## config.mk

```make
export PLATFORM = sky130hd
export DESIGN_NAME = mmu_permission_security_check
export DESIGN_NICKNAME = d
export VERILOG_FILES = /design/src/rtl/mmu_perm_pkg.sv /design/src/rtl/mmu_permission_security_check.sv
export SDC_FILE = /design/constraint.sdc
export NUM_CORES = 1
export LEC_CHECK = 0
export BUFFER_PORTS_ARGS = -buffer_cell sky130_fd_sc_hd__buf_2
export CAP_MARGIN = 20
export CORE_UTILIZATION = 32
export CTS_CLUSTER_DIAMETER = 80
export CTS_CLUSTER_SIZE = 24
export DETAILED_ROUTE_END_ITERATION = 8
export PLACE_DENSITY_LB_ADDON = 0.1
export SLEW_MARGIN = 15
export SYNTH_ARGS = -nofsm -noshare
export SYNTH_HDL_FRONTEND = slang
export SYNTH_SLANG_ARGS = --single-unit
export TNS_END_PERCENT = 1
```

## constraint.sdc

```tcl
create_clock -name core_clk -period 6.8 [get_ports core_clk]
set_input_delay 0.68 -clock core_clk [delete_from_list [all_inputs] [get_ports core_clk]]
set_output_delay 0.68 -clock core_clk [all_outputs]
set_load 0.05 [all_outputs]
```

## src/rtl/mmu_perm_pkg.sv

```systemverilog
package mmu_perm_pkg;

  // Privilege levels
  localparam logic [1:0] LVL_USER = 2'h0;
  localparam logic [1:0] LVL_KERN = 2'h1;
  localparam logic [1:0] LVL_HYP  = 2'h2;
  localparam logic [1:0] LVL_MON  = 2'h3;

  // Permission field encodings
  localparam logic [1:0] AP_PRIV_RW = 2'h0;
  localparam logic [1:0] AP_ALL_RW  = 2'h1;
  localparam logic [1:0] AP_PRIV_RO = 2'h2;
  localparam logic [1:0] AP_ALL_RO  = 2'h3;

  // Descriptor field positions
  localparam int DESC_NS_POS    = 5;
  localparam int DESC_AP_LO     = 6;
  localparam int DESC_AF_POS    = 10;
  localparam int DESC_SW_LO     = 55;
  localparam int DESC_SW_HI     = 58;
  localparam int DESC_PXN_POS   = 53;
  localparam int DESC_UXN_POS   = 54;
  localparam int DESC_OA_LO     = 12;
  localparam int DESC_OA_HI     = 47;

  // Register bus map (byte addresses, byte address = 4 * word index)
  localparam logic [7:0] REG_CTRL     = 8'h00;
  localparam logic [7:0] REG_S2CTRL   = 8'h04;
  localparam logic [7:0] REG_MONCTRL  = 8'h08;
  localparam logic [7:0] REG_STATUS   = 8'h0C;
  localparam logic [7:0] REG_FAULTADR = 8'h10;
  localparam logic [7:0] REG_HYPCTRL  = 8'h14;
  localparam logic [7:0] REG_KERNCTRL = 8'h18;

  // Control register bit positions
  localparam int CTRL_S2EN_POS   = 0;
  localparam int CTRL_KWXN_POS   = 1;
  localparam int CTRL_HWXN_POS   = 2;
  localparam int CTRL_MWXN_POS   = 3;
  localparam int CTRL_USER_WRITE_IMPLIES_NOEXEC_POS   = 4;
  localparam int CTRL_CIF_POS    = 5;
  // Size/granule/start-level fields (same layout in stage-two, kernel, hyp and monitor control regs)
  localparam int TSZ_LO = 0;
  localparam int TG_LO  = 14;
  localparam int SL_LO  = 6;

  localparam logic [31:0] CTRL_RESET = 32'h0000_0000;
  localparam logic [31:0] TCR_RESET  = 32'h0000_0010;

  // Fault codes
  localparam logic [1:0] FLT_NONE  = 2'h0;
  localparam logic [1:0] FLT_TRANS = 2'h1;
  localparam logic [1:0] FLT_PERM  = 2'h2;

endpackage : mmu_perm_pkg

```

## src/rtl/mmu_permission_security_check.sv

```systemverilog
`timescale 1ns/1ps
module mmu_permission_security_check (
  input  wire logic        core_clk,       // Core clock, 250 MHz
  input  wire logic        rst_b,          // Synchronous reset, active low
  input  wire logic [7:0]  regAddr,        // Register byte address
  input  wire logic [31:0] regWdata,       // Register write data
  input  wire logic        regWr,          // Register write strobe
  input  wire logic        regRd,          // Register read strobe
  output logic      [31:0] regRdata,       // Read data, cycle after strobe
  input  wire logic        reqValid,       // Access request valid
  input  wire logic [47:0] reqAddr,        // Input address of access
  input  wire logic [1:0]  reqLevel,       // Current exception level
  input  wire logic        reqWrite,       // Access is a write
  input  wire logic        reqFetch,       // Access is instruction fetch
  input  wire logic        reqSecure,      // Core is in secure state
  input  wire logic        reqNarrow,      // Core is in 32-bit state
  input  wire logic [63:0] s1Desc,         // Stage-one block descriptor
  input  wire logic        s1TableNs,      // Table-level non-secure bit
  input  wire logic [63:0] s2Desc,         // Stage-two block descriptor
  output logic             rspValid,       // Result valid, follows reqValid one cycle later
  output logic             rspGrant,       // Access may proceed
  output logic      [1:0]  rspFault,       // Fault code
  output logic      [47:0] rspPhysAddr,    // Final output address
  output logic             rspNonSecure,   // Output in non-secure space
  output logic             rspUseStage2,   // Stage two applied
  output logic      [1:0]  rspGranule,     // Granule selected
  output logic      [1:0]  rspStartLevel,  // Start level selected
  output logic      [47:0] rspTableBase,   // Table base for regime
  output logic             rspCacheNsTag   // Tag for translation cache entry
);

  typedef struct packed {
    logic [31:0] ctrl;
    logic [31:0] s2Ctrl;
    logic [31:0] hypCtrl;
    logic [31:0] monCtrl;
    logic [31:0] kernCtrl;
    logic [47:0] faultAddr;
    logic [1:0]  lastFault;
    logic [15:0] faultCount;
    logic [31:0] rdata;
    logic        vld;
    logic        grant;
    logic [1:0]  fault;
    logic [47:0] pa;
    logic        ns;
    logic        useS2;
    logic [1:0]  gran;
    logic [1:0]  startLvl;
    logic [47:0] base;
  } state_t;

  state_t st;
  state_t next_st;

  // Table bases fed by register writes
  logic [47:0] kernBase;
  logic [47:0] hypBase;
  logic [47:0] monBase;
  logic [47:0] s2Base;

  assign kernBase = {st.kernCtrl[31:16], 32'h0000_0000};
  assign hypBase  = {st.hypCtrl[31:16], 32'h0000_0000};
  assign monBase  = {st.monCtrl[31:16], 32'h0000_0000};
  assign s2Base   = {st.s2Ctrl[31:16], 32'h0000_0000};

  // Returns 1 if address beyond 2^(64-size) region
  function automatic logic outOfRange(input logic [47:0] a, input logic [5:0] ipa_size_field);
    logic [6:0] width;
    logic       bad;
    width = 7'h40 - {1'b0, ipa_size_field};
    bad = 1'b0;
    for (int i = 0; i < 48; i++)
    begin
      if (a[i] && (i >= int'(width)))
        bad = 1'b1;
    end
    return bad;
  endfunction : outOfRange

  // Read/write permission from field
  function automatic logic permOk(input logic [1:0] ap, input logic unpriv, input logic wr);
    logic ok;
    case (ap)
      mmu_perm_pkg::AP_PRIV_RW: ok = !unpriv;
      mmu_perm_pkg::AP_ALL_RW:  ok = 1'b1;
      mmu_perm_pkg::AP_PRIV_RO: ok = !unpriv && !wr;
      mmu_perm_pkg::AP_ALL_RO:  ok = !wr;
      default:                  ok = 1'b0;
    endcase
    return ok;
  endfunction : permOk

  logic        unpriv;
  logic        stage2On;
  logic [31:0] activeTcr;
  logic [1:0]  ap1;
  logic        userWritable;
  logic        privWritable;
  logic        execNever;
  logic        nsOut;
  logic        transFault;
  logic        permFault;
  logic [47:0] ipa;
  logic [47:0] finalPa;
  logic        wxnCtrl;

  always_comb
  begin
    next_st = st;
    unpriv = (reqLevel == mmu_perm_pkg::LVL_USER);
    // Stage two for non-secure user/kernel only
    stage2On = st.ctrl[mmu_perm_pkg::CTRL_S2EN_POS] && !reqSecure &&
               (reqLevel == mmu_perm_pkg::LVL_USER || reqLevel == mmu_perm_pkg::LVL_KERN);
    case (reqLevel)
      mmu_perm_pkg::LVL_HYP:  activeTcr = st.hypCtrl;
      mmu_perm_pkg::LVL_MON:  activeTcr = st.monCtrl;
      default:                activeTcr = st.kernCtrl;
    endcase
    ap1 = s1Desc[mmu_perm_pkg::DESC_AP_LO +: 2];
    userWritable = (ap1 == mmu_perm_pkg::AP_ALL_RW);
    privWritable = (ap1 == mmu_perm_pkg::AP_PRIV_RW) || (ap1 == mmu_perm_pkg::AP_ALL_RW);
    wxnCtrl = 1'b0;
    execNever = 1'b0;
    case (reqLevel)
      mmu_perm_pkg::LVL_USER:
      begin
        execNever = s1Desc[mmu_perm_pkg::DESC_UXN_POS];
        wxnCtrl = st.ctrl[mmu_perm_pkg::CTRL_KWXN_POS] && userWritable;
      end
      mmu_perm_pkg::LVL_KERN:
      begin
        execNever = s1Desc[mmu_perm_pkg::DESC_PXN_POS];
        wxnCtrl = (st.ctrl[mmu_perm_pkg::CTRL_KWXN_POS] && privWritable) ||
                  (reqNarrow && st.ctrl[mmu_perm_pkg::CTRL_USER_WRITE_IMPLIES_NOEXEC_POS] && userWritable);
      end
      mmu_perm_pkg::LVL_HYP:
      begin
        execNever = s1Desc[mmu_perm_pkg::DESC_PXN_POS];
        wxnCtrl = st.ctrl[mmu_perm_pkg::CTRL_HWXN_POS] && !ap1[1];
      end
      default:
      begin
        execNever = s1Desc[mmu_perm_pkg::DESC_PXN_POS];
        wxnCtrl = st.ctrl[mmu_perm_pkg::CTRL_MWXN_POS] && !ap1[1];
      end
    endcase
    if (stage2On)
      execNever = execNever || s2Desc[mmu_perm_pkg::DESC_UXN_POS];
    execNever = execNever || wxnCtrl;
    // Security space selection; bits 58:55 never read
    nsOut = reqSecure ? (s1Desc[mmu_perm_pkg::DESC_NS_POS] || s1TableNs) : 1'b1;
    ipa = {s1Desc[mmu_perm_pkg::DESC_OA_HI:mmu_perm_pkg::DESC_OA_LO], reqAddr[11:0]};
    finalPa = stage2On ? {s2Desc[mmu_perm_pkg::DESC_OA_HI:mmu_perm_pkg::DESC_OA_LO], ipa[11:0]} : ipa;
    transFault = outOfRange(reqAddr, activeTcr[mmu_perm_pkg::TSZ_LO +: 6]) ||
                 (stage2On && outOfRange(ipa, st.s2Ctrl[mmu_perm_pkg::TSZ_LO +: 6])) ||
                 !s1Desc[mmu_perm_pkg::DESC_AF_POS] ||
                 (stage2On && !s2Desc[mmu_perm_pkg::DESC_AF_POS]);
    if (reqFetch)
      permFault = execNever ||
                  (reqSecure && st.ctrl[mmu_perm_pkg::CTRL_CIF_POS] && nsOut) ||
                  !permOk(ap1, unpriv && (reqLevel == mmu_perm_pkg::LVL_USER), 1'b0);
    else
      permFault = !permOk(ap1, unpriv, reqWrite) ||
                  (stage2On && !permOk(s2Desc[mmu_perm_pkg::DESC_AP_LO +: 2], 1'b0, reqWrite));

    next_st.vld = reqValid;
    next_st.grant = reqValid && !transFault && !permFault;
    next_st.fault = !reqValid ? mmu_perm_pkg::FLT_NONE :
                    transFault ? mmu_perm_pkg::FLT_TRANS :
                    permFault ? mmu_perm_pkg::FLT_PERM : mmu_perm_pkg::FLT_NONE;
    next_st.pa = (reqValid && !transFault && !permFault) ? finalPa : 48'h0000_0000_0000;
    next_st.ns = nsOut;
    next_st.useS2 = stage2On;
    next_st.gran = stage2On ? st.s2Ctrl[mmu_perm_pkg::TG_LO +: 2] : activeTcr[mmu_perm_pkg::TG_LO +: 2];
    next_st.startLvl = stage2On ? st.s2Ctrl[mmu_perm_pkg::SL_LO +: 2] : activeTcr[mmu_perm_pkg::SL_LO +: 2];
    case (reqLevel)
      mmu_perm_pkg::LVL_HYP: next_st.base = hypBase;
      mmu_perm_pkg::LVL_MON: next_st.base = monBase;
      default:               next_st.base = stage2On ? s2Base : kernBase;
    endcase
    if (reqValid && (transFault || permFault))
    begin
      next_st.faultAddr = reqAddr;
      next_st.lastFault = transFault ? mmu_perm_pkg::FLT_TRANS : mmu_perm_pkg::FLT_PERM;
      next_st.faultCount = st.faultCount + 16'h0001;
    end

    if (regWr)
    begin
      case (regAddr)
        mmu_perm_pkg::REG_CTRL:     next_st.ctrl = regWdata;
        mmu_perm_pkg::REG_S2CTRL:   next_st.s2Ctrl = regWdata;
        mmu_perm_pkg::REG_MONCTRL:  next_st.monCtrl = regWdata;
        mmu_perm_pkg::REG_HYPCTRL:  next_st.hypCtrl = regWdata;
        mmu_perm_pkg::REG_KERNCTRL: next_st.kernCtrl = regWdata;
        default:                    next_st.ctrl = st.ctrl;
      endcase
    end
    next_st.rdata = 32'h0000_0000;
    if (regRd)
    begin
      case (regAddr)
        mmu_perm_pkg::REG_CTRL:     next_st.rdata = st.ctrl;
        mmu_perm_pkg::REG_S2CTRL:   next_st.rdata = st.s2Ctrl;
        mmu_perm_pkg::REG_MONCTRL:  next_st.rdata = st.monCtrl;
        mmu_perm_pkg::REG_HYPCTRL:  next_st.rdata = st.hypCtrl;
        mmu_perm_pkg::REG_KERNCTRL: next_st.rdata = st.kernCtrl;
        mmu_perm_pkg::REG_STATUS:   next_st.rdata = {14'h0000, st.lastFault, st.faultCount};
        mmu_perm_pkg::REG_FAULTADR: next_st.rdata = st.faultAddr[31:0];
        default:                    next_st.rdata = 32'h0000_0000;
      endcase
    end
  end

  always_ff @(posedge core_clk)
  begin
    if (!rst_b)
    begin
      st <= '0;
      st.ctrl <= mmu_perm_pkg::CTRL_RESET;
      st.s2Ctrl <= mmu_perm_pkg::TCR_RESET;
      st.hypCtrl <= mmu_perm_pkg::TCR_RESET;
      st.monCtrl <= mmu_perm_pkg::TCR_RESET;
      st.kernCtrl <= mmu_perm_pkg::TCR_RESET;
      st.ns <= 1'b1;
    end
    else
      st <= next_st;
  end

  assign regRdata      = st.rdata;
  assign rspValid      = st.vld;
  assign rspGrant      = st.grant;
  assign rspFault      = st.fault;
  assign rspPhysAddr   = st.pa;
  assign rspNonSecure  = st.ns;
  assign rspUseStage2  = st.useS2;
  assign rspGranule    = st.gran;
  assign rspStartLevel = st.startLvl;
  assign rspTableBase  = st.base;
  assign rspCacheNsTag = st.ns;

endmodule : mmu_permission_security_check

```

Word level (Yosys, flattened, before mapping). Cells that the tools add are included.

Register bits after elaboration: 348.

Add/subtract/negate cells: 3. Mux-type cells: 117. Bitwise operators: 2. Magnitude comparators: 96. Eq/ne operators: 15. Reduce and logical (&&, ||, !) cells: 154.

Operator list (count): $ge 5x7->1 const A (32); $ge 6x7->1 const A (32); $pmux 32 s7 (1); $logic_and 1x1->1 (113); $ge 4x7->1 const A (16); $mux 1 (104); $mux 48 (2); $pmux 48 s2 (1); $ge 3x7->1 const A (8); $pmux 16 s2 (1); $ge 1x7->1 const A (4); $ge 2x7->1 const A (4); $eq 8x5->1 const B (3); $add 16x1->16 const B (1); $eq 8x4->1 const B (2); $reduce_and 2->1 (8); $sub 7x6->7 const A (2); $logic_or 1x1->1 (13); $eq 2x2->1 const B (6); $logic_not 1->1 (11); $eq 8x3->1 const B (1); $logic_not 8->1 (1); $mux 2 (4); $reduce_or 2->1 (4); 7 further kinds (13).

Longest topological paths before layout. Gate-level depths: netlist (run 1).

Depth in word-level cells: 60. Gate-level depth with buffers: 22. Mapped depth without buffers: 15.

Worst setup path after synthesis (run 1). No wires, ideal clock.

Path type: input -> register. Start point: input port reqLevel[0]. End point: register st[157] (netlist name). Setup time: 128 ps. Data arrival time: 5066 ps. Setup slack: 1606 ps. Stages on the path: 21. Path through: buf_4 mux2i_1 a21oi_2 inv_1 clkbuf_1 ha_1 and2_1 a21o_1 buf_2 or2_1 clkbuf_1 maj3_2 o22ai_1 a21oi_1 a2111o_1 or4_4 o41ai_4 buf_6 buf_6 mux2i_1 nor2_1.

Longest elaborated chain between the ends: 58.

RTL lines: from (decl) (line mmu_permission_security_check.sv:12) `input wire logic [1:0] reqLevel,`; $eq 2x2->1, on equally long branches (line mmu_permission_security_check.sv:115, mmu_permission_security_check.sv:125); $pmux 16 s2 (line mmu_permission_security_check.sv:115) `case (reqLevel)`; $sub 7x6->7 (line mmu_permission_security_check.sv:71) `width = 7'h40 - {1'b0, ipa_size_field};`; $ge 1x7->1 (line mmu_permission_security_check.sv:75) `if (a[i] && (i >= int'(width)))`; $logic_and 1x1->1 (line mmu_permission_security_check.sv:75); $mux 1 (48 in series) (line mmu_permission_security_check.sv:75); $logic_or 1x1->1 (line mmu_permission_security_check.sv:155) `transFault = outOfRange(reqAddr, activeTcr[mmu_perm_pkg::TSZ_LO +: 6]) ||`; $logic_or 1x1->1 (line mmu_permission_security_check.sv:156) `(stage2On && outOfRange(ipa, st.s2Ctrl[mmu_perm_pkg::TSZ_LO +: 6])) ||`; $logic_or 1x1->1 (line mmu_permission_security_check.sv:157) `!s1Desc[mmu_perm_pkg::DESC_AF_POS] ||`; $logic_or 1x1->1 (*) (line mmu_permission_security_check.sv:182) `if (reqValid && (transFault || permFault))`; $logic_and 1x1->1 (*) (line mmu_permission_security_check.sv:182); to (signal assigned) (line mmu_permission_security_check.sv:229) `st <= next_st;`; to (decl) (line mmu_permission_security_check.sv:53) `state_t st;`.

Every way passes the cells marked *; elsewhere a longest branch is shown, timed or not. The select of a mux whose other input is x is not followed. A chain may end at the register's enable or synchronous reset.

Worst setup path in the final report (run 1).
Start point: input port reqLevel[1]. End point: register st, in the netlist rspPhysAddr[26].

Longest elaborated chain between the ends: 60.

RTL lines: $eq 2x2->1, on equally long branches (line mmu_permission_security_check.sv:115, mmu_permission_security_check.sv:125); $pmux 16 s2 (line mmu_permission_security_check.sv:115); $sub 7x6->7 (line mmu_permission_security_check.sv:71); $ge 1x7->1 (line mmu_permission_security_check.sv:75); $logic_and 1x1->1 (line mmu_permission_security_check.sv:75); $mux 1 (48 in series) (line mmu_permission_security_check.sv:75); $logic_or 1x1->1 (line mmu_permission_security_check.sv:155); $logic_or 1x1->1 (line mmu_permission_security_check.sv:156); $logic_or 1x1->1 (line mmu_permission_security_check.sv:157); $logic_not 1->1 (line mmu_permission_security_check.sv:172) `next_st.pa = (reqValid && !transFault && !permFault) ? finalPa : 48'h0000_0000_0000;`; $logic_and 1x1->1 (2 in series) (line mmu_permission_security_check.sv:172); $reduce_and 2->1 (no line).

Parallel ways exist; a longest one is shown, timed or not. The select of a mux whose other input is x is not followed.

==> impl_metrics.tcl, run 1 <==
set metrics [dict create \
    ys_ff_latch 316 \
    tightest_slew_ps 1130 \
    synthesis.instances 2242 \
    gp_congestion 0.916 \
    clock_skew_ps 22.4 \
    yosys-top-cells-count "528 x nand2_1, 316 x dfxtp_1, 302 x a21oi_1, 138 x buf_4, 127 x clkbuf_1" \
    worstPathArrival_ps 6000 \
    hold_start "s1Desc[5]" \
    wl_met3_mm 3.92 \
    grt_max_degree 97 \
    wl_per_cell_um 22.3 \
    avgSynthCellArea_um2 7.56 \
    drc 0 \
    wl_met2_mm 31.6 \
    vias 16561 \
    dp_hpwl_mm 45.8 \
    synth-async-reset-ratio_pct 0 \
    cts.clk_slew.worst_paths_ps 90 \
    ios 367 \
    cp_max_fo 51 \
    routed_wl_mm 67.6 \
    antenna_found_initial 6 \
    cts_resized 0 \
    yosys_warnings 0 \
    holdBufCountCts 0 \
    die_height_um 232 \
    setup_viol 0 \
    top_layer "met5" \
    die_area_mm2 0.0539 \
    cts_setup_buffers 0 \
    clkLatencyLatePin_ps 590 \
    grt.total_usage_pct 24.2 \
    h-tree-depth 1 \
    crit_path_frequent_cell "a21oi_1" \
    powerDensity_mw_per_mm2 210 \
    reg2reg_depth 14 \
    min_period_ps 5490 \
    cpMaxStageDelayCell "buf_2" \
    drt-pass1-iter-count 5 \
    fin_crit_sh_pct 80.8 \
    area_growth_pct 11.8 \
    worstHoldPathCells 3 \
    synth_top_area_cell "dfxtp_1" \
    numCtsBuffers 25 \
    max_cap_viol_count 0 \
    viasPerCell 5.46 \
    ys_seq_area_share_pct 37.3 \
    drt_iter0_drc 1383 \
    ys_top_cells_by_area "dfxtp_1 37%, nand2_1 12%, a21oi_1 8.9%, buf_4 6.1%, mux2_2 3.5%" \
    fill_cells 5575 \
    netlist.area_leader.share_pct 37.3 \
    syn_area_mm2 0.0170 \
    wl_met1_mm 29.9 \
    max_clock_freq_mhz 182 \
    place_area_mm2 0.0181 \
    finalMaxSlewViolations 0 \
    clockBufferDepth 3 \
    worst_ep_required_time_ps 7300 \
    synth.most_common_cell "nand2_1" \
    fin_tns_setup_ps 0 \
    ff2ff_setup_slack_ps 1450 \
    relSlewSlack_pct 24.5 \
    fin_ws_ps 1310 \
    grt_first_pass_wirelength_mm 99.3 \
    status "completed" \
    synthDistinctLibCells 89 \
    synth_edf_count 0 \
    stdcell_area_mm2 0.0190 \
    max_stage_delay_ps 740 \
    ir_worst_vdd_v 0.000168 \
    p_leak_nw 7.25 \
    cts_num_sinks 316 \
    rsz0062_at_grt "false" \
    final_antenna_net_count 0 \
    criticalPathCategory "input pin to flop" \
    ys.flop_type "dfxtp_1" \
    p_total_mw 3.97 \
    initial_utilization_pct 32.3 \
    finalNonFillerCells 3035 \
    place_ws_ps 858 \
    grt_pass1_vias 15256 \
    timing.rr.start "st[300]" \
    utilization_pct 36.2 \
    hold_violations 0 \
    cts_tree "done" \
    critPathLaunchType "input pin" \
    die_x_um 232 \
    hold-worst-slack_ps 308 \
    crit_path_cell_trace "buf_2, a21o_1, ha_1, nor3b_1, a21oi_1, o21ai_1, nand2_1, o21a_1, o211a_1, a2111oi_0, nand4b_1, nor3_1, nand3_2, buf_4, a21oi_1" \
    core_region_area_mm2 0.0524 \
    hp-class "input pin to flop" \
    dp.cells 2988 \
    layout.nets 2563 \
    reg2reg_to "st[166]" \
    grt-ovfl-total 0 \
    root_buffer "clkbuf_16" \
    hold_path_end "rspCacheNsTag" \
    layout-drive-gt1-share_pct 20.0 \
    worstSetupEndpointType "flop" \
    portBuffers 287 \
    row_count 84 \
]
registers in the layout, indices dropped and copies added (netlist names), 16 cells and up:
signal and count:
hypBase 16, st 146, regRdata 32, monBase 16, rspTableBase 16, kernBase 16
s2Base 16, rspPhysAddr 48
power breakdown:
| group | internal (mW) | leakage, nW | total, mW | switching, mW |
|---|---|---|---|---|
| registers | 1.86 | 2.55 | 1.88 | 0.0186 |
| logic | 0.132 | 4.26 | 0.433 | 0.301 |
| clock network | 0.807 | 0.436 | 1.66 | 0.852 |
critical path: cells and delay by family:
family                   cells  cell delay (ps)
AO/OA/AOI/OAI                7             2280
AND/OR/NAND/NOR              5             1640
buffers and inverters        2             1070
adder cells (fa/ha/maj)      1              260
final cells by class:
cell class	count	area, µm²	share of cell area (%)
clock inverters	19	262	1.38
multi-input cells	1621	9000	47.4
flip-flops and latches	316	6330	33.4
diodes	2	5.00	0.0264
repair buffers	326	1740	9.20
inverters	37	144	0.759
well taps	688	861	4.54
clock buffers	26	629	3.32
how the worst max path moves through the flow:
stage	from	end	slack (ps)	cells past startpoint
detailed placement	reqLevel[1]	rspPhysAddr[13]	860	15
global route	reqLevel[1]	rspPhysAddr[13]	820	15
finish	reqLevel[1]	rspPhysAddr[26]	1310	15
CTS	reqLevel[1]	rspPhysAddr[13]	1470	15
global placement	reqLevel[1]	rspPhysAddr[22]	820	15
floorplan	reqLevel[0]	st[157]	1610	21
metal layers:
layer / up-vias / GRT usage (%)
li1: 7885 / -
met5: - / 0
met4: 6 / 8.37
met3: 98 / 2.96
met1: 7960 / 32.6
met2: 612 / 39.5
cell families after synthesis:
family	count (synthesis)	share of synthesized area, %
other	1	0.0221
buffers and inverters	336	10.8
adder cells (fa/ha/maj)	9	0.657
multiplexers	79	5.14
flip-flops	316	37.3
XOR/XNOR	9	0.465
AO/OA/AOI/OAI	636	23.6
AND/OR/NAND/NOR	856	22.0
layout by cell type (no fill, tap or decap), types with 6 or more instances in the layout:
cell type	n
o211ai_1	12
nand3b_1	6
a22oi_1	38
a22o_1	24
or3_1	10
a31oi_1	47
nor2b_1	10
clkbuf_16	25
buf_2	286
xnor2_1	7
and3_1	10
buf_4	39
nand2_1	527
conb_1	32
inv_1	35
and2_1	7
o21ai_0	57
o22ai_1	11
a211oi_1	8
nand3_1	44
or4_1	11
a21oi_1	302
dfxtp_1	316
o21ai_1	8
inv_6	8
nor3_1	28
nor2_1	122
mux2_2	52
a2111oi_0	8
a222oi_1	17
or2_2	6
o31ai_1	12
nand4_1	18
a21o_1	14
nand2b_1	10
mux2i_1	25
ha_1	8
nor4_1	7
Power figures use the tool's default switching activity.
==> inputs of run 2 (changes only) <==
ABC_AREA = 1   (was unset)
clock period = 4.5 ns   (was 6.8 ns; I/O delays follow)
==> run 2 against run 1 <==
Critical path depth is 5 higher. Worst hold slack worse by 190 ps. Synthesized area fell by 5.5%. Sequential share of layout area up 1.6 points. Clock power is 51% higher. Cell area decreased by 4.5%. Clock-buffer cell count is the same. Non-clock buffer count grew 3. Final cell count increased by 2.4%. Highest routed layer unchanged.
==> impl_metrics.tcl, run 2 <==
set metrics [dict create \
    setup_viol 0 \
    synth-adder-area-share_pct 0.625 \
    tightest_slew_ps 1030 \
    min_period_ps 3740 \
    critPathLaunchType "flop" \
    ys_ff_latch 316 \
    grt_max_degree 114 \
    ys.flop_type "dfxtp_1" \
    drt-pass1-iter-count 5 \
    cts_setup_buffers 0 \
    wl_per_cell_um 20.5 \
    netlist.area_leader.share_pct 39.5 \
    portBuffers 287 \
    worstSetupEndpointType "flop" \
    syn_area_mm2 0.0160 \
    multiInputGateArea_mm2 0.00755 \
    vias 15675 \
    cts_tree "done" \
    root_buffer "clkbuf_16" \
    finalNonFillerCells 3109 \
    dp_hpwl_mm 46.1 \
    max_clock_freq_mhz 267 \
    fin_tns_setup_ps 0 \
    ys_seq_area_share_pct 39.5 \
    final_common_cell "nand2_1" \
    core_region_area_mm2 0.0492 \
    ys_top_cells_by_area "dfxtp_1 39%, nand2_1 10%, a21oi_1 7.0%, buf_4 6.5%, o21ai_0 6.3%" \
    avgSynthCellArea_um2 6.96 \
    hp-class "input pin to flop" \
    synth_simple_gate_area_share_pct 25.3 \
    fin_ws_ps 760 \
    hold_violations 0 \
    final_cell_mix "433 x nand2_1, 316 x dfxtp_1, 286 x buf_2" \
    final_antenna_net_count 0 \
    synth_edf_count 0 \
    layout.nets 2662 \
    ir_worst_vdd_v 0.000256 \
    place_ws_ps 293 \
    max_cap_viol_count 0 \
    yosys_warnings 0 \
    cts.clk_slew.worst_paths_ps 80 \
    synth.most_common_cell "nand2_1" \
    die_area_mm2 0.0510 \
    p_leak_nw 7.67 \
    drc 0 \
    criticalPathCategory "flop to flop" \
    synth.mux.area_fraction_pct 0 \
    clockBufferDepth 3 \
    dp.cells 3063 \
    gp_congestion 0.951 \
    cp_max_fo 49 \
    routed_wl_mm 63.8 \
    antenna_found_initial 8 \
    viasPerCell 5.04 \
    ios 367 \
    cts_num_sinks 316 \
    synth_top_area_cell "dfxtp_1" \
    die_x_um 226 \
    synth-async-reset-ratio_pct 0 \
    final-seq-area_mm2 0.00633 \
    synthXorXnorAreaFrac_pct 0.765 \
    powerDensity_mw_per_mm2 329 \
    die_height_um 226 \
    relSlewSlack_pct 31.1 \
    synthesis.instances 2302 \
    area_growth_pct 13.1 \
    grt_pass1_vias 14613 \
    fin_crit_sh_pct 83.1 \
    h-tree-depth 1 \
    worst_ep_required_time_ps 4950 \
    synthDistinctLibCells 44 \
    grt.total_usage_pct 24.6 \
    grt-ovfl-total 0 \
    holdBufCountCts 0 \
    utilization_pct 36.9 \
    synth_top_family_by_area "simple AND/OR/NAND/NOR gates" \
    clock_skew_ps 38.8 \
    layout-drive-gt1-share_pct 17.5 \
    grt_first_pass_wirelength_mm 94.3 \
    rsz0062_at_grt "false" \
    cts_resized 0 \
    largest_reg_flops 146 \
    numCtsBuffers 25 \
    finalMaxSlewViolations 0 \
    worstPathArrival_ps 4190 \
    row_count 81 \
    clkLatencyLatePin_ps 610 \
    status "completed" \
    yosys-top-cells-count "434 x nand2_1, 316 x dfxtp_1, 261 x nor2_1, 224 x a21oi_1, 201 x o21ai_0" \
    fill_cells 5376 \
    regMostFlops "st" \
    initial_utilization_pct 32.6 \
    synth_compound_area_share_pct 19.6 \
    drt_iter0_drc 1029 \
]
## run 2: cell types whose count changed in the layout (fill, tap and decap cells not counted), sizes merged, moves of 26 or more
cell / delta
inv: +145
mux2: -52
nand3: +141
a21oi: -79
a31oi: -30
o21ai: +140
a22oi: -38
nand2: -86
mux2i: -26
nor2: +161
## run 2: critical path, cell delays in order, from the launching register on
cell	delay, ps
dfxtp_1	460
inv_2	180
ha_1	270
inv_1	60
nand2_1	60
nand2_1	320
nand2_1	200
o21ai_0	490
nand3_1	130
nand2_1	80
nand2_1	60
nand2_1	70
nor2_1	50
nand3_1	80
nor2_1	40
a21oi_1	240
nor2_2	80
and2_2	220
nand3_2	80
buf_12	280
a21oi_1	120
## run 2: area by class of cell
cell class	instances	area share [%]
clock inverter	19	1.63
sequential	316	34.9
clock buffer	26	3.47
inverter	188	3.89
tap	664	4.58
multi-input combinational	1566	41.7
antenna	1	0.0138
timing repair buffer	329	9.82
## run 2: logic make-up after synthesis
family          after synthesis
compound gates              563
xor+xnor                     14
fa+ha+maj                     8
buf+inv                     451
flops                       316
other cells                   1
simple gates                949
## run 2: power breakdown
group	total (mW)	internal, mW	switching, mW	leakage, nW
sequential	2.84	2.82	0.0235	2.55
combinational	0.611	0.170	0.441	4.67
clock	2.51	1.19	1.32	0.446
## run 2: final timing paths
| check | depth (start not counted) | slack, ps | end | start |
|---|---|---|---|---|
| min reg2reg | 2 | 460 | st[340] | st[340] |
| max | 20 | 760 | rspPhysAddr[27] | st[300] |
| min | 3 | 120 | rspCacheNsTag | s1Desc[5] |
| max reg2reg | 20 | 760 | rspPhysAddr[27] | st[300] |
## run 2: routing by layer
metal  global-route usage (%)  part of all wire, %  up-vias
met1                     31.7                   43     7357
met5                        0                 0.11        -
li1                         -                    -     7716
met3                     3.07                  5.5       82
met2                     42.8                   48      508
met4                     6.54                  2.7       12
## run 2: through the flow
step | hold slack, ps | total power, mW | cell area [µm²]
finish | 117 | 5.96 | 18100
global route | 113 | 6.20 | 18100
CTS | 95.8 | 6.04 | 18100
detailed placement | 446 | 3.51 | 17200
global placement | 439 | 3.51 | 17200
floorplan | 421 | 3.27 | 16100
==> inputs of run 3 (changes only) <==
clock period = 3.5 ns   (was 4.5 ns; I/O delays follow)
==> run 3 against run 2 <==
Die area unchanged. Critical path depth grew 1. Global-route usage rose by 0.18 points. Non-clock buffer count is 101 higher. Clock power up 18%. Sequential cell count unchanged. Total power increased by 26%. Highest routed layer unchanged. Largest power group unchanged.
==> impl_metrics.tcl, run 3 (synthesized netlist as in run 2, its figures left out) <==
set metrics [dict create \
    status "completed" \
    setup_viol 0 \
    relSlewSlack_pct 29.5 \
    grt-ovfl-total 0 \
    pwr-share-comb_pct 11.9 \
    viasPerCell 4.99 \
    cts_tree "done" \
    final-seq-area_mm2 0.00633 \
    portBuffers 287 \
    clockBufferDepth 3 \
    cts_num_sinks 316 \
    dp_hpwl_mm 47.2 \
    layout-drive-gt1-share_pct 21.9 \
    drc 0 \
    multiInputGateArea_mm2 0.00768 \
    grt_first_pass_wirelength_mm 94.7 \
    hold-worst-slack_ps 33.1 \
    hold_violations 0 \
    drt-pass1-iter-count 5 \
    pwr-share-clk_pct 39.3 \
    root_buffer "clkbuf_16" \
    final_common_cell "nand2_1" \
    hp-class "input pin to flop" \
    die_area_mm2 0.0510 \
    antenna_found_initial 11 \
    die_height_um 226 \
    row_count 81 \
    finalMaxSlewViolations 0 \
    numCtsBuffers 23 \
    clock_skew_ps 16.9 \
    fin_ws_ps 205 \
    p_sw_mw 2.24 \
    grt.total_usage_pct 24.7 \
    max_clock_freq_mhz 304 \
    core_region_area_mm2 0.0492 \
    cts.clk_slew.worst_paths_ps 90 \
    final_antenna_net_count 0 \
    vias 16003 \
    critPathLaunchType "flop" \
    criticalPathCategory "flop to flop" \
    cp_max_fo 39 \
    layout.nets 2761 \
    p_total_mw 7.49 \
    area_growth_pct 18.7 \
    fin_tns_setup_ps 0 \
    clkLatencyLatePin_ps 580 \
    internal-power_mw 5.25 \
    seq_power_share_pct 48.8 \
    die_x_um 226 \
    worstSetupEndpointType "flop" \
    final_cell_mix "426 x nand2_1, 315 x dfxtp_1, 287 x buf_2" \
    gp_congestion 0.918 \
    utilization_pct 38.7 \
    fin_crit_sh_pct 94.1 \
    min_period_ps 3290 \
    hold_start "s1Desc[5]" \
    rsz0062_at_grt "false" \
    fill_cells 5319 \
    regMostFlops "st" \
    max_cap_viol_count 0 \
    wl_per_cell_um 20.0 \
    worstPathArrival_ps 3760 \
    p_leak_nw 8.14 \
    timing.rr.start "st[269]" \
    routed_wl_mm 64.3 \
    ios 367 \
    largest_reg_flops 146 \
    drt_iter0_drc 1008 \
    worst_ep_required_time_ps 3970 \
    h-tree-depth 1 \
    tightest_slew_ps 1060 \
    grt_pass1_vias 15175 \
    grt_max_degree 73 \
    initial_utilization_pct 32.6 \
    place_ws_ps -141 \
    switching_share_pct 29.9 \
    powerDensity_mw_per_mm2 394 \
    crit_path_start "st[269]" \
    ir_worst_vdd_v 0.000314 \
]
-- run 3: cell count changes in the layout (fill, tap and decap cells not counted), moves of 4 or more --
cell     previous run  this run
nand2_2             9        14
nand2_1           433       426
a21oi_1           224       220
buf_4              41       131
nor2_1            258       245
a21oi_2             0         4
buf_12              2        11
nor2_2             13        25
-- run 3: cell type report --
| class | count | area share (%) |
|---|---|---|
| Multi-Input combinational cell | 1566 | 40.4 |
| Sequential cell | 316 | 33.3 |
| Timing Repair Buffer | 430 | 13.9 |
| Tap cell | 664 | 4.37 |
| Inverter | 188 | 3.73 |
| Clock buffer | 26 | 3.09 |
| Clock inverter | 16 | 1.19 |
| Antenna cell | 3 | 0.0395 |
-- run 3: final timing paths --
check,to,slack (ps),depth (start not counted)
worst max register to register,rspPhysAddr[39],210,21
worst min-delay path,rspCacheNsTag,30,3
worst min register to register,st[244],460,2
worst max-delay path,rspPhysAddr[39],210,21
-- run 3: metrics by stage --
stage / instances / instance area (µm²)
2_1_floorplan: 2333 / 16100
3_3_place_gp: 3160 / 18000
3_5_place_dp: 3160 / 18000
4_1_cts: 3203 / 18800
5_1_grt: 3206 / 19000
6_report: 3209 / 19000
-- run 3: layer usage --
metal	wire length [µm]	track usage [%]	vias to the layer above
met5	79	0	-
met4	2780	10.0	14
met3	3450	3.34	101
met2	30200	42.1	478
met1	27800	31.3	7503
li1	-	-	7907
-- run 3: power by group through the flow --
stage                     clock network, mW  registers, mW  logic (mW)
after floorplan                           0           3.72       0.486
after global placement                    0           3.74       0.878
after detailed placement                  0           3.74       0.876
after CTS                              3.05           3.65       0.881
after global routing                   3.17           3.66       0.969
final                                  2.95           3.65       0.894
-- run 3: critical path: stages, from the launching register on --
cell	delay, ps
dfxtp_1	320
inv_1	100
nor2_2	50
nor2_2	120
ha_1	180
nand4_1	200
o21ai_2	190
nand2_1	100
buf_12	160
nor2_1	100
nand3_1	140
o21ai_0	240
nand2_1	70
o21ai_1	190
nor2_1	110
nand3_1	120
nor2_2	60
and2_2	210
nand3_2	80
buf_12	210
buf_4	180
nor2_4	30
-- run 3: repair_timing --
action,4_1_cts,5_1_grt
hold buffers,1,0
gates resized for setup,0,44
buffers inserted,0,3
endpoints found under the hold margin,1,0
endpoints found under the setup margin,0,100
